--- config.mk ---
export PLATFORM = sky130hd
export DESIGN_NAME = hci_top
export DESIGN_NICKNAME = d
export VERILOG_FILES = /design/src/inc/hci_pkg.sv /design/src/logic/hci_memtest.sv /design/src/logic/hci_top.sv
export VERILOG_INCLUDE_DIRS = /design/src /design/src/inc
export SDC_FILE = /design/constraint.sdc
export NUM_CORES = 1
export LEC_CHECK = 0
export ABC_AREA = 1
export BUFFER_PORTS_ARGS = -buffer_cell sky130_fd_sc_hd__buf_2
export CAP_MARGIN = 30
export CORE_MARGIN = 10
export CORE_UTILIZATION = 36
export CTS_CLUSTER_SIZE = 20
export DETAILED_ROUTE_END_ITERATION = 12
export HOLD_SLACK_MARGIN = 0.12
export PLACE_DENSITY = 0.57
export SLEW_MARGIN = 20
export SYNTH_ARGS = -nofsm -noshare
export SYNTH_HDL_FRONTEND = slang
export SYNTH_SLANG_ARGS = --single-unit
--- constraint.sdc ---
create_clock -name mclk -period 2.8 [get_ports mclk]
set_clock_uncertainty 0.2 [all_clocks]
set_input_delay 0.56 -clock mclk [delete_from_list [all_inputs] [get_ports mclk]]
set_output_delay 0.56 -clock mclk [all_outputs]
set_load 0.01 [all_outputs]
--- src/inc/hci_defines.svh ---
`ifndef HCI_DEFINES_SVH
`define HCI_DEFINES_SVH
// ****************************************
// command codes
// ****************************************
`define HCI_C_FCLR 8'h40
`define HCI_C_FSET 8'h41
`define HCI_C_MBWR 4'h5
`define HCI_C_MBRD 4'h6
`define HCI_C_PING 8'h70
`define HCI_C_STAT 4'h8
`define HCI_C_PRD 8'h90
`define HCI_C_PCLR 8'hA0
`define HCI_C_PSET 8'hA1
`define HCI_C_MEM 8'hB0
`define HCI_C_DAC0 8'hC0
`define HCI_C_DAC1 8'hC1
`define HCI_C_DOFF0 8'hC2
`define HCI_C_DOFF1 8'hC3
`define HCI_C_ADCMV 8'hD0
`define HCI_C_ADCMON 8'hD9
`define HCI_C_LOOP0 8'hDA
`define HCI_C_LOOP1 8'hDB
// ****************************************
// reply bytes
// ****************************************
`define HCI_R_RUN 8'hC3
`define HCI_R_STOP 8'hE8
`define HCI_R_TMO 8'hE8
`define HCI_E_CMD 8'hE1
`define HCI_E_CLR 8'hE2
`define HCI_E_SET 8'hE3
`define HCI_E_RD 8'hE4
`define HCI_R_PASS 8'h01
`define HCI_R_FAIL 8'h00
`define HCI_R_LO 8'h00
`define HCI_R_HI 8'h01
// ****************************************
// fields and indices
// ****************************************
`define HCI_MB_HI_BIT 3
`define HCI_STAT_MAX 4'hA
`define HCI_STAT_SUB 4'h0
`define HCI_STAT_SR 4'h3
`define HCI_PIN_BASE 8'd16
`define HCI_PIN_LAST 8'd31
`define HCI_BCD_MAX 4'h9
`define HCI_FAB_CODES 64'h6824222019181716
// ****************************************
// timing, memory, converter
// ****************************************
`define HCI_CLK_KHZ 50000
`define HCI_WDOG_MS 2000
`define HCI_FWD_MS 2000
`define HCI_SRAM_WORDS 262144
`define HCI_SRAM_DW 16
`define HCI_MEM_PATTERN 16'hA55A
`define HCI_ADC_BITS 12
`define HCI_MV_FULL 2500
`endif

--- src/inc/hci_pkg.sv ---
package hci_pkg;
  typedef struct packed {
    logic valid;
    logic [7:0] data;
  } hci_byte_t;
  typedef enum logic [2:0] {ST_IDLE, ST_ARG, ST_FWD, ST_MEM, ST_SEND1, ST_SEND2} hci_state_t;
  typedef enum logic [2:0] {FK_STATUS, FK_ADC_MV, FK_ADC_MON, FK_LOOP0, FK_LOOP1} hci_fwd_kind_t;
  typedef struct packed {
    hci_fwd_kind_t kind;
    logic [3:0] index;
  } hci_fwd_req_t;
  typedef struct packed {
    logic fabric_soft_reset;
    logic external_soft_reset;
    logic second_serial_soft_reset;
    logic first_serial_soft_reset;
  } hci_soft_reset_t;
  typedef struct packed {
    logic [7:0] out_status;
    logic [7:0] out_command;
    logic [7:0] out_data_lo;
    logic [7:0] out_data_hi;
    logic [7:0] in_status;
    logic [7:0] in_command;
    logic [7:0] in_data_lo;
    logic [7:0] in_data_hi;
  } hci_mailbox_t;
endpackage

--- src/logic/hci_memtest.sv ---
`timescale 1ns/1ps
`include "hci_defines.svh"
module hci_memtest #(
  parameter int WORDS = `HCI_SRAM_WORDS,
  parameter int AW = $clog2(WORDS)
) (
  input wire logic mclk,
  input wire logic rst_n,
  input wire logic start,
  output logic [AW-1:0] sram_addr,
  output logic [`HCI_SRAM_DW-1:0] sram_wdata,
  output logic sram_we,
  output logic sram_re,
  input wire logic [`HCI_SRAM_DW-1:0] sram_rdata,
  output logic done,
  output logic pass
);
  typedef enum logic [1:0] {MT_IDLE, MT_WRITE, MT_READ, MT_LAST} hci_mt_state_t;
  hci_mt_state_t st_q;
  logic [AW-1:0] addr_q;
  logic [AW-1:0] chk_q;
  logic chk_v_q;
  logic ok_q;
  logic done_q;
  // pattern depends on the low 16 address bits so aliasing on those lines shows up
  function automatic logic [`HCI_SRAM_DW-1:0] pattern(input logic [AW-1:0] a);
    pattern = `HCI_SRAM_DW'(a) ^ `HCI_MEM_PATTERN;
  endfunction
  assign sram_addr = addr_q;
  assign sram_wdata = pattern(addr_q);
  assign sram_we = (st_q == MT_WRITE);
  assign sram_re = (st_q == MT_READ);
  assign done = done_q;
  assign pass = ok_q;
  always_ff @(posedge mclk or negedge rst_n) begin
    if (!rst_n) begin
      st_q <= MT_IDLE;
      addr_q <= '0;
    end else begin
      case (st_q)
        MT_IDLE: if (start) begin
          st_q <= MT_WRITE;
          addr_q <= '0;
        end
        MT_WRITE: begin
          addr_q <= addr_q + 1'b1;
          if (addr_q == AW'(WORDS - 1)) st_q <= MT_READ;
        end
        MT_READ: begin
          addr_q <= addr_q + 1'b1;
          if (addr_q == AW'(WORDS - 1)) st_q <= MT_LAST;
        end
        MT_LAST: st_q <= MT_IDLE;
        default: st_q <= MT_IDLE;
      endcase
    end
  end
  // read data arrives one cycle after the strobe
  always_ff @(posedge mclk or negedge rst_n) begin
    if (!rst_n) begin
      chk_q <= '0;
      chk_v_q <= 1'b0;
      ok_q <= 1'b0;
      done_q <= 1'b0;
    end else begin
      chk_q <= addr_q;
      chk_v_q <= (st_q == MT_READ);
      done_q <= (st_q == MT_LAST);
      if (st_q == MT_IDLE && start) ok_q <= 1'b1;
      else if (chk_v_q && sram_rdata != pattern(chk_q)) ok_q <= 1'b0;
    end
  end
endmodule // hci_memtest

--- src/logic/hci_top.sv ---
`timescale 1ns/1ps
`include "hci_defines.svh"
// What this block does
// - set-fabric-pin with valid code drives that output high, echoes code
// - mailbox write: 0x5n then value, stored at location n
// - mailbox write replies with its command byte, not the value
// - locations 0-3 outbound fields, 4-7 the same fields inbound
// - 0x6n returns mailbox location n
// - processor ping returns running or stopped byte
// - processor counts as stopped after two seconds without activity
// - 0x8n returns processor status value n, index A is build number
// - status index 0 carries lock-lost bit 5 and lock-gained bit 4
// - status index 3 carries four soft reset bits 7 to 4
// - subsystem pin read takes pin code 0x16-0x31 as decimal pin
// - pin read returns 0x00 for low, 0x01 for high
// - pin clear drives the pin low, echoes the code
// - pin set drives the pin high, echoes the code
// - memory test writes then reads all words, returns pass or fail
// - DAC configure loads second byte, enables DAC, echoes byte
// - DAC disable codes turn one DAC off each
// - millivolt command returns converted sample, high byte first
// - raw commands return 12-bit count right-justified, high byte first
// - loop tests sample an ADC through its internal DAC link
// - codes 0x16, 0x17, 0x18, 0x19, 0x20, 0x22, 0x24, 0x68 map to fabric output bits 0-7
// - every command is one or two bytes and gets its reply
// - unknown first byte returns the invalid command error
// - forwarded command unanswered for two seconds returns timeout error
module hci_top
#(
  parameter int WDOG_CYCLES = `HCI_WDOG_MS * `HCI_CLK_KHZ,
  parameter int FWD_CYCLES = `HCI_FWD_MS * `HCI_CLK_KHZ,
  parameter int SRAM_WORDS = `HCI_SRAM_WORDS,
  parameter int SRAM_AW = $clog2(SRAM_WORDS)
) (
  input wire logic mclk,
  input wire logic rst_n,
  input wire hci_pkg::hci_byte_t host_rx,
  output logic host_rx_ready,
  output hci_pkg::hci_byte_t host_tx,
  input wire logic host_tx_ready,
  output hci_pkg::hci_mailbox_t mb_image,
  input wire logic mb_proc_we,
  input wire logic [2:0] mb_proc_addr,
  input wire logic [7:0] mb_proc_wdata,
  input wire logic proc_activity,
  output logic fwd_valid,
  output hci_pkg::hci_fwd_req_t fwd_req,
  input wire logic fwd_ack,
  input wire logic [15:0] fwd_data,
  input wire logic clock_lock_lost_flag,
  input wire logic clock_lock_gained_flag,
  input wire hci_pkg::hci_soft_reset_t soft_reset_value,
  input wire logic [15:0] sub_pin_in,
  output logic [15:0] sub_pin_out,
  output logic [15:0] sub_pin_oe_n,
  output logic [7:0] fab_out,
  output logic [7:0] dac0_value,
  output logic dac0_enable,
  output logic [7:0] dac1_value,
  output logic dac1_enable,
  output logic [SRAM_AW-1:0] sram_addr,
  output logic [`HCI_SRAM_DW-1:0] sram_wdata,
  output logic sram_we,
  output logic sram_re,
  input wire logic [`HCI_SRAM_DW-1:0] sram_rdata
);
  import hci_pkg::*;
  localparam int WW = $clog2(WDOG_CYCLES + 1);
  localparam int FW = $clog2(FWD_CYCLES + 1);
  hci_state_t state_q, state_d;
  logic [7:0] cmd_q, b;
  logic [15:0] reply_q, reply_d, fwd_reply;
  logic two_q, two_d, mem_go, mt_done, mt_pass, alive_q;
  hci_fwd_req_t fwd_q, fwd_d;
  logic [7:0] mb_q [8];
  logic take, take1, take2, pin_ok, fab_ok;
  logic [3:0] pin_ix;
  logic [2:0] fab_ix;
  logic [WW-1:0] wd_q;
  logic [FW-1:0] tmo_q;
  logic [23:0] mv_prod;

  // ****************************************
  // decode helpers
  // ****************************************
  function automatic logic needs_arg(input logic [7:0] c);
    needs_arg = c == `HCI_C_FCLR || c == `HCI_C_FSET || c == `HCI_C_PRD || c == `HCI_C_PCLR
      || c == `HCI_C_PSET || c == `HCI_C_DAC0 || c == `HCI_C_DAC1
      || (c[7:4] == `HCI_C_MBWR && !c[`HCI_MB_HI_BIT]);
  endfunction
  function automatic logic [7:0] bcd_val(input logic [7:0] c);
    bcd_val = 8'(c[7:4]) * 8'd10 + 8'(c[3:0]);
  endfunction
  function automatic logic sub_pin_valid(input logic [7:0] c);
    sub_pin_valid = c[3:0] <= `HCI_BCD_MAX && c[7:4] <= `HCI_BCD_MAX
      && bcd_val(c) >= `HCI_PIN_BASE && bcd_val(c) <= `HCI_PIN_LAST;
  endfunction
  function automatic logic [3:0] sub_pin_index(input logic [7:0] c);
    sub_pin_index = 4'(bcd_val(c) - `HCI_PIN_BASE);
  endfunction
  always_comb begin
    logic [63:0] codes;
    codes = `HCI_FAB_CODES;
    fab_ok = 1'b0;
    fab_ix = '0;
    for (int i = 0; i < 8; i++) begin
      if (codes[8*i +: 8] == b) begin
        fab_ok = 1'b1;
        fab_ix = 3'(i);
      end
    end
  end
  assign b = host_rx.data;
  assign pin_ok = sub_pin_valid(b);
  assign pin_ix = sub_pin_index(b);
  assign host_rx_ready = (state_q == ST_IDLE) || (state_q == ST_ARG);
  assign take = host_rx.valid && host_rx_ready;
  assign take1 = take && state_q == ST_IDLE;
  assign take2 = take && state_q == ST_ARG;
  assign host_tx.valid = (state_q == ST_SEND1) || (state_q == ST_SEND2);
  assign host_tx.data = reply_q[15:8];
  assign fwd_valid = (state_q == ST_FWD);
  assign fwd_req = fwd_q;
  // ****************************************
  // forwarded answers
  // ****************************************
  assign mv_prod = 24'(fwd_data[`HCI_ADC_BITS-1:0]) * 24'(`HCI_MV_FULL);
  always_comb begin
    case (fwd_q.kind)
      FK_STATUS: begin
        fwd_reply = {fwd_data[7:0], 8'h00};
        if (fwd_q.index == `HCI_STAT_SUB)
          fwd_reply[13:12] = {clock_lock_lost_flag, clock_lock_gained_flag};
        if (fwd_q.index == `HCI_STAT_SR)
          fwd_reply[15:12] = soft_reset_value;
      end
      FK_ADC_MV: fwd_reply = 16'(mv_prod >> `HCI_ADC_BITS);
      default: fwd_reply = {4'h0, fwd_data[`HCI_ADC_BITS-1:0]};
    endcase
  end
  // ****************************************
  // command sequencer
  // ****************************************
  always_comb begin
    state_d = state_q;
    reply_d = reply_q;
    two_d = two_q;
    fwd_d = fwd_q;
    mem_go = 1'b0;
    case (state_q)
      ST_IDLE: if (host_rx.valid) begin
        state_d = ST_SEND1;
        two_d = 1'b0;
        reply_d = {b, 8'h00};
        if (needs_arg(b)) state_d = ST_ARG;
        else if (b == `HCI_C_PING) reply_d[15:8] = alive_q ? `HCI_R_RUN : `HCI_R_STOP;
        else if (b[7:4] == `HCI_C_MBRD && !b[`HCI_MB_HI_BIT]) reply_d[15:8] = mb_q[b[2:0]];
        else if (b[7:4] == `HCI_C_STAT && b[3:0] <= `HCI_STAT_MAX) begin
          state_d = ST_FWD;
          fwd_d = '{FK_STATUS, b[3:0]};
        end else if (b == `HCI_C_MEM) begin
          state_d = ST_MEM;
          mem_go = 1'b1;
        end else if (b == `HCI_C_DOFF0 || b == `HCI_C_DOFF1) reply_d[15:8] = b;
        else if (b == `HCI_C_ADCMV || b == `HCI_C_ADCMON || b == `HCI_C_LOOP0 || b == `HCI_C_LOOP1) begin
          state_d = ST_FWD;
          fwd_d.index = b[3:0];
          fwd_d.kind = b == `HCI_C_ADCMV ? FK_ADC_MV : b == `HCI_C_ADCMON ? FK_ADC_MON
            : b == `HCI_C_LOOP0 ? FK_LOOP0 : FK_LOOP1;
        end else reply_d[15:8] = `HCI_E_CMD;
      end
      ST_ARG: if (host_rx.valid) begin
        state_d = ST_SEND1;
        two_d = 1'b0;
        reply_d = {cmd_q, 8'h00};
        case (cmd_q)
          `HCI_C_FCLR: reply_d[15:8] = fab_ok ? b : `HCI_E_CLR;
          `HCI_C_FSET: reply_d[15:8] = fab_ok ? b : `HCI_E_SET;
          `HCI_C_PRD: reply_d[15:8] = !pin_ok ? `HCI_E_RD : sub_pin_in[pin_ix] ? `HCI_R_HI : `HCI_R_LO;
          `HCI_C_PCLR: reply_d[15:8] = pin_ok ? b : `HCI_E_CLR;
          `HCI_C_PSET: reply_d[15:8] = pin_ok ? b : `HCI_E_SET;
          `HCI_C_DAC0, `HCI_C_DAC1: reply_d[15:8] = b;
          default: reply_d = {cmd_q, 8'h00};
        endcase
      end
      ST_FWD: if (fwd_ack) begin
        state_d = ST_SEND1;
        two_d = fwd_q.kind != FK_STATUS;
        reply_d = fwd_reply;
      end else if (tmo_q == FW'(FWD_CYCLES - 1)) begin
        state_d = ST_SEND1;
        two_d = 1'b0;
        reply_d = {`HCI_R_TMO, 8'h00};
      end
      ST_MEM: if (mt_done) begin
        state_d = ST_SEND1;
        reply_d = {mt_pass ? `HCI_R_PASS : `HCI_R_FAIL, 8'h00};
      end
      ST_SEND1: if (host_tx_ready) begin
        state_d = two_q ? ST_SEND2 : ST_IDLE;
        reply_d = {reply_q[7:0], 8'h00};
      end
      ST_SEND2: if (host_tx_ready) state_d = ST_IDLE;
      default: state_d = ST_IDLE;
    endcase
  end
  always_ff @(posedge mclk or negedge rst_n) begin
    if (!rst_n) begin
      state_q <= ST_IDLE;
      reply_q <= '0;
      two_q <= 1'b0;
      fwd_q <= '{FK_STATUS, 4'h0};
      cmd_q <= '0;
    end else begin
      state_q <= state_d;
      reply_q <= reply_d;
      two_q <= two_d;
      fwd_q <= fwd_d;
      if (take1) cmd_q <= b;
    end
  end
  // ****************************************
  // mailbox
  // ****************************************
  always_ff @(posedge mclk or negedge rst_n) begin
    if (!rst_n) for (int i = 0; i < 8; i++) mb_q[i] <= '0;
    else if (take2 && cmd_q[7:4] == `HCI_C_MBWR) begin
      mb_q[cmd_q[2:0]] <= b;
    end else if (mb_proc_we) begin
      mb_q[mb_proc_addr] <= mb_proc_wdata;
    end
  end
  assign mb_image = {mb_q[0], mb_q[1], mb_q[2], mb_q[3], mb_q[4], mb_q[5], mb_q[6], mb_q[7]};
  // ****************************************
  // pins and converters
  // ****************************************
  always_ff @(posedge mclk or negedge rst_n) begin
    if (!rst_n) begin
      sub_pin_out <= '0;
      sub_pin_oe_n <= '1;
    end else if (take2 && (cmd_q == `HCI_C_PCLR || cmd_q == `HCI_C_PSET) && pin_ok) begin
      sub_pin_out[pin_ix] <= cmd_q == `HCI_C_PSET;
      sub_pin_oe_n[pin_ix] <= 1'b0;
    end
  end
  always_ff @(posedge mclk or negedge rst_n) begin
    if (!rst_n) fab_out <= '0;
    else if (take2 && (cmd_q == `HCI_C_FCLR || cmd_q == `HCI_C_FSET) && fab_ok)
      fab_out[fab_ix] <= cmd_q == `HCI_C_FSET;
  end
  always_ff @(posedge mclk or negedge rst_n) begin
    if (!rst_n) begin
      dac0_value <= '0;
      dac0_enable <= 1'b0;
      dac1_value <= '0;
      dac1_enable <= 1'b0;
    end else begin
      if (take2 && cmd_q == `HCI_C_DAC0) {dac0_enable, dac0_value} <= {1'b1, b};
      else if (take1 && b == `HCI_C_DOFF0) dac0_enable <= 1'b0;
      if (take2 && cmd_q == `HCI_C_DAC1) {dac1_enable, dac1_value} <= {1'b1, b};
      else if (take1 && b == `HCI_C_DOFF1) dac1_enable <= 1'b0;
    end
  end
  // ****************************************
  // watchdog and forward timeout
  // ****************************************
  always_ff @(posedge mclk or negedge rst_n) begin
    if (!rst_n) begin
      wd_q <= '0;
      alive_q <= 1'b0;
    end else if (proc_activity) begin
      wd_q <= '0;
      alive_q <= 1'b1;
    end else if (alive_q) begin
      wd_q <= wd_q + 1'b1;
      if (wd_q == WW'(WDOG_CYCLES - 1)) alive_q <= 1'b0;
    end
  end
  always_ff @(posedge mclk or negedge rst_n) begin
    if (!rst_n) tmo_q <= '0;
    else tmo_q <= state_q == ST_FWD ? tmo_q + 1'b1 : '0;
  end
  hci_memtest #(.WORDS(SRAM_WORDS), .AW(SRAM_AW)) u_memtest (
    .mclk(mclk),
    .rst_n(rst_n),
    .start(mem_go),
    .sram_addr(sram_addr),
    .sram_wdata(sram_wdata),
    .sram_we(sram_we),
    .sram_re(sram_re),
    .sram_rdata(sram_rdata),
    .done(mt_done),
    .pass(mt_pass)
  );
endmodule // hci_top

==> flow_summary_export.csv <==
group,metric,value,unit
route,ant_nets,0,
global_route,track_usage,21.16,%
synth,synth_compound_area_share,14.09,%
timing,rsz0062_at_grt,"yes",
synth,syn_nets,2180,
critical_path,worstPathCellList,"buf_8 -> inv_6 -> fa_1 -> inv_2 -> ha_4 -> fa_1 -> ha_4 -> fa_2 -> ha_4 -> nand2_4 -> a21oi_2 -> nor2_1 -> nand2_2 -> nand2_4 -> nand2_4 -> nand2_2 -> nand2_1 -> nand2_1 -> nand3_1 -> nand2_1 -> nand2_1 -> nand2_1 -> nand2_1 -> nand2_1",
critical_path,worstSetupPathType,"input port to flop",
global_route,grt_start_max_net_pins,65,
cells_and_area,post-route-util,48.34,%
cts,clk_pin_slew,60,ps
synth,synth.avg_cell_area,7.906,sq um
global_route,grt_pass1_wl,89790,um
critical_path,timing.critical_path.mode_cell,"nand2_1",
power,combPwrFrac,41.3,%
floorplan,die-area,52850,sq um
critical_path,end_kind,"flop",
timing,hold_viol,0,
synth,yosysTopAreaCell,"dfrtp_1",
synth,synth_xor_area_share,1.381,%
cells_and_area,synthToLayoutAreaGrowth,32.17,%
cells_and_area,fillers,4330,
floorplan,start_util,36.57,%
cts,htreeDepth,1,
power,p_leak,0.01024,uW
global_route,grt_pass1_vias,15740,
cells_and_area,multi_input_area,8773,sq um
timing,slew_headroom,56.31,%
synth,synthCells,2006,
floorplan,rows,76,
critical_path,crit_path_start_kind,"input port",
outcome,violations,"negative setup slack",
synth,yosysWarningCount,0,
floorplan,io_pins,256,
critical_path,crit_fanout,5,
placement,io_buffers,251,
cells_and_area,final_cell_mix,"nand2_1, inv_1, buf_2",
synth,async_reset_ff_share,100.0,%
floorplan,core_area,43360,sq um
cts,cts.path.max_buffers,3,
synth,ys_top_cells_by_area,"dfrtp_1, nand2_1, inv_1",
synth,synth.area.mux_share,1.751,%
synth,ys_seq_area_share,39.73,%
timing,clock.fmax,0.2650,GHz
job,max_cap_viol_count,0,
cells_and_area,finalNonFillerCells,3061,
synth,synth-seq-cells,251,
global_route,grt-ovfl-total,0,
power,swShare,37.50,%
route,num_vias,15610,
route,via_per_inst,5.099,
route,firstDrtPassIters,5,
synth,synth-edff-count,0,
synth,synth_top_family_by_area,"simple AND/OR/NAND/NOR gates",
power,power_switching,5261,uW
cells_and_area,final_layout_size_suffix_gt1_share,29.62,%
cells_and_area,final_common_cell,"nand2_1",
timing,maxSlewViolCount,0,
critical_path,crit_slowest_cell,"fa_1",
power,p_int,8768,uW
cells_and_area,seq_area,6301,sq um
synth,synthDominantCellAreaShare,37.08,%
critical_path,cp_top_family,"adder cells",
critical_path,crit_required,3060,ps
cts,cts_root_buffer,"clkbuf_16",
synth,synth_fa_ha_area_share,8.552,%
cts,insertion_delay,600,ps
cts,cts_tree,"built",
cts,clock_sinks,251,
route,wl_per_cell,18.85,um
timing,setup-violations-final,12,
power,p_clk_share,28.3,%
timing,final.period_utilization,134.8,%
power,p_per_area,669.3,nW/um^2
global_route,antenna_found_initial,2,
critical_path,crit_buf_inv,3,
critical_path,cp.arrival,4040,ps
cts,cts_inserted_buffers,30,
timing,worst_slew_pin_slew,653.0,ps
placement,dp.cells,2997,
synth,ys.flop_type,"dfrtp_1",
min_path,hold_path_class,"input port to flop",
outcome,status,"finished, violations left",
power,peakVddDrop,0.4577,mV
cells_and_area,finish.net_count,2627,
floorplan,die_h,229.9,um
timing,finalCriticalPeriod,3774,ps
critical_path,slowest_delay,550,ps
power,seqPwrFrac,30.4,%
route,drt_wl_total,57710,um
floorplan,fp.dieW,229.9,um
timing,fin_ws,-974.1,ps
route,drcViolationCount,0,
placement,place_congestion,0.9427,
route,drtIter0Drc,1064,
synth,synth-simple-area-share,25.70,%
synth,syn_area,15860,sq um
synth,synth.distinct_cells,68,
placement,hpwl,45270,um
## cell type report
class,instances,share of cell area [%]
inverter,269,5.020
sequential,251,30.06
antenna,1,0.01194
timing repair buffer,478,14.66
clock inverter,9,0.4716
clock buffer,45,4.423
multi-input combinational,1423,41.86
tap,585,3.492
## kinds of logic (layout without fill, tap and decap cells)
group,count (synthesis),in the layout
buf+inv,332,801
fa+ha+maj,94,94
simple gates,901,901
compound gates,381,381
xor+xnor,25,25
mux,22,22
other cells,0,1
flops,251,251
## cell usage after synthesis, types with 7 or more instances
cell / n
nor3_1: 62
xor2_1: 16
a21oi_1: 82
dfrtp_1: 235
mux2_2: 13
mux2_4: 8
nand3_1: 112
nor4_1: 16
o211ai_1: 26
nand2_1: 429
o21ai_0: 160
o21bai_1: 7
o31ai_1: 7
dfstp_2: 16
a31oi_1: 18
buf_4: 22
o21a_1: 18
ha_1: 70
nand4_1: 40
nor2_1: 181
inv_1: 261
o22ai_1: 25
fa_1: 24
a22oi_1: 7
xnor2_1: 9
or2_2: 21
clkbuf_1: 29
## worst reg2reg max path, cell delays in order, from the launching register on
cell     delay (ps)
dfrtp_1         430
inv_1           180
nand2_1         140
nor2_1          290
nand2_1         130
buf_4           220
o21ai_0         310
buf_4           210
nand2_1         100
nor3_1          190
a21oi_1          70
## path summary, 6_finish.rpt
kind | depth (start not counted) | slack (ps) | endpoint | startpoint
worst max-delay path | 24 | -970 | reply_q[11]$_DFFE_PN0P_ | fwd_data[4]
worst min-delay path | 3 | 190 | wd_q[8]$_DFFE_PN0P_ | proc_activity
worst min register to register | 0 | 210 | u_memtest.chk_q[3]$_DFF_PN0_ | u_memtest.sram_addr[3]$_DFFE_PN0P_
worst max register to register | 10 | 220 | u_memtest.st_q[0]$_DFFE_PN0P_ | state_q[1]$_DFFE_PN0P_
max in group asynchronous | 3 | 1310 | sub_pin_oe_n[9]$_DFFE_PN1P_ | rst_n
min in group asynchronous | 2 | 320 | u_memtest.chk_q[3]$_DFF_PN0_ | rst_n
## per-stage QoR
step	worst slack [ps]	hold slack [ps]	area, sq um	TNS [ps]	power (uW)
final	-974.1	193.1	20960	-10790	14030
after global routing	-1073	193.1	20960	-12140	14870
after detailed placement	-1748	216.7	19400	-37400	9246
after floorplan	-1324	64.41	16100	-15190	7228
after CTS	-968.6	175.6	20660	-10710	13640
after global placement	-1737	203.2	19400	-35350	9216
## power groups by stage
| stage | combinational, uW | sequential, uW | clock [uW] |
|---|---|---|---|
| floorplan | 2950 | 4280 | 0 |
| global placement | 4900 | 4310 | 0 |
| detailed placement | 4930 | 4310 | 0 |
| CTS | 5330 | 4250 | 4060 |
| global route | 6370 | 4290 | 4210 |
| finish | 5800 | 4260 | 3970 |
## registers in the layout, indices dropped and copies added, names as in the netlist, 16 cells and up
register             count
mb_image                64
tmo_q                   27
wd_q                    27
u_memtest.sram_addr     18
reply_q                 16
sub_pin_oe_n            16
sub_pin_out             16
u_memtest.chk_q         16
## layer usage
layer	track usage, %	routed length (um)	vias to the layer above
li1	-	-	7606
met1	28.06	25670	7395
met2	35.22	27300	512
met3	3.140	3134	92
met4	5.879	1569	4
met5	0	32	-
## repair_timing
action | CTS | global route
endpoints found under the setup margin | 12 | 41
gates resized for setup | 52 | 64
hold buffers | 1 | 0
setup buffers | 4 | 5
pin swaps | 36 | 53
endpoints found under the hold margin | 57 | 0
No activity file was read; power rests on OpenSTA's default activity.
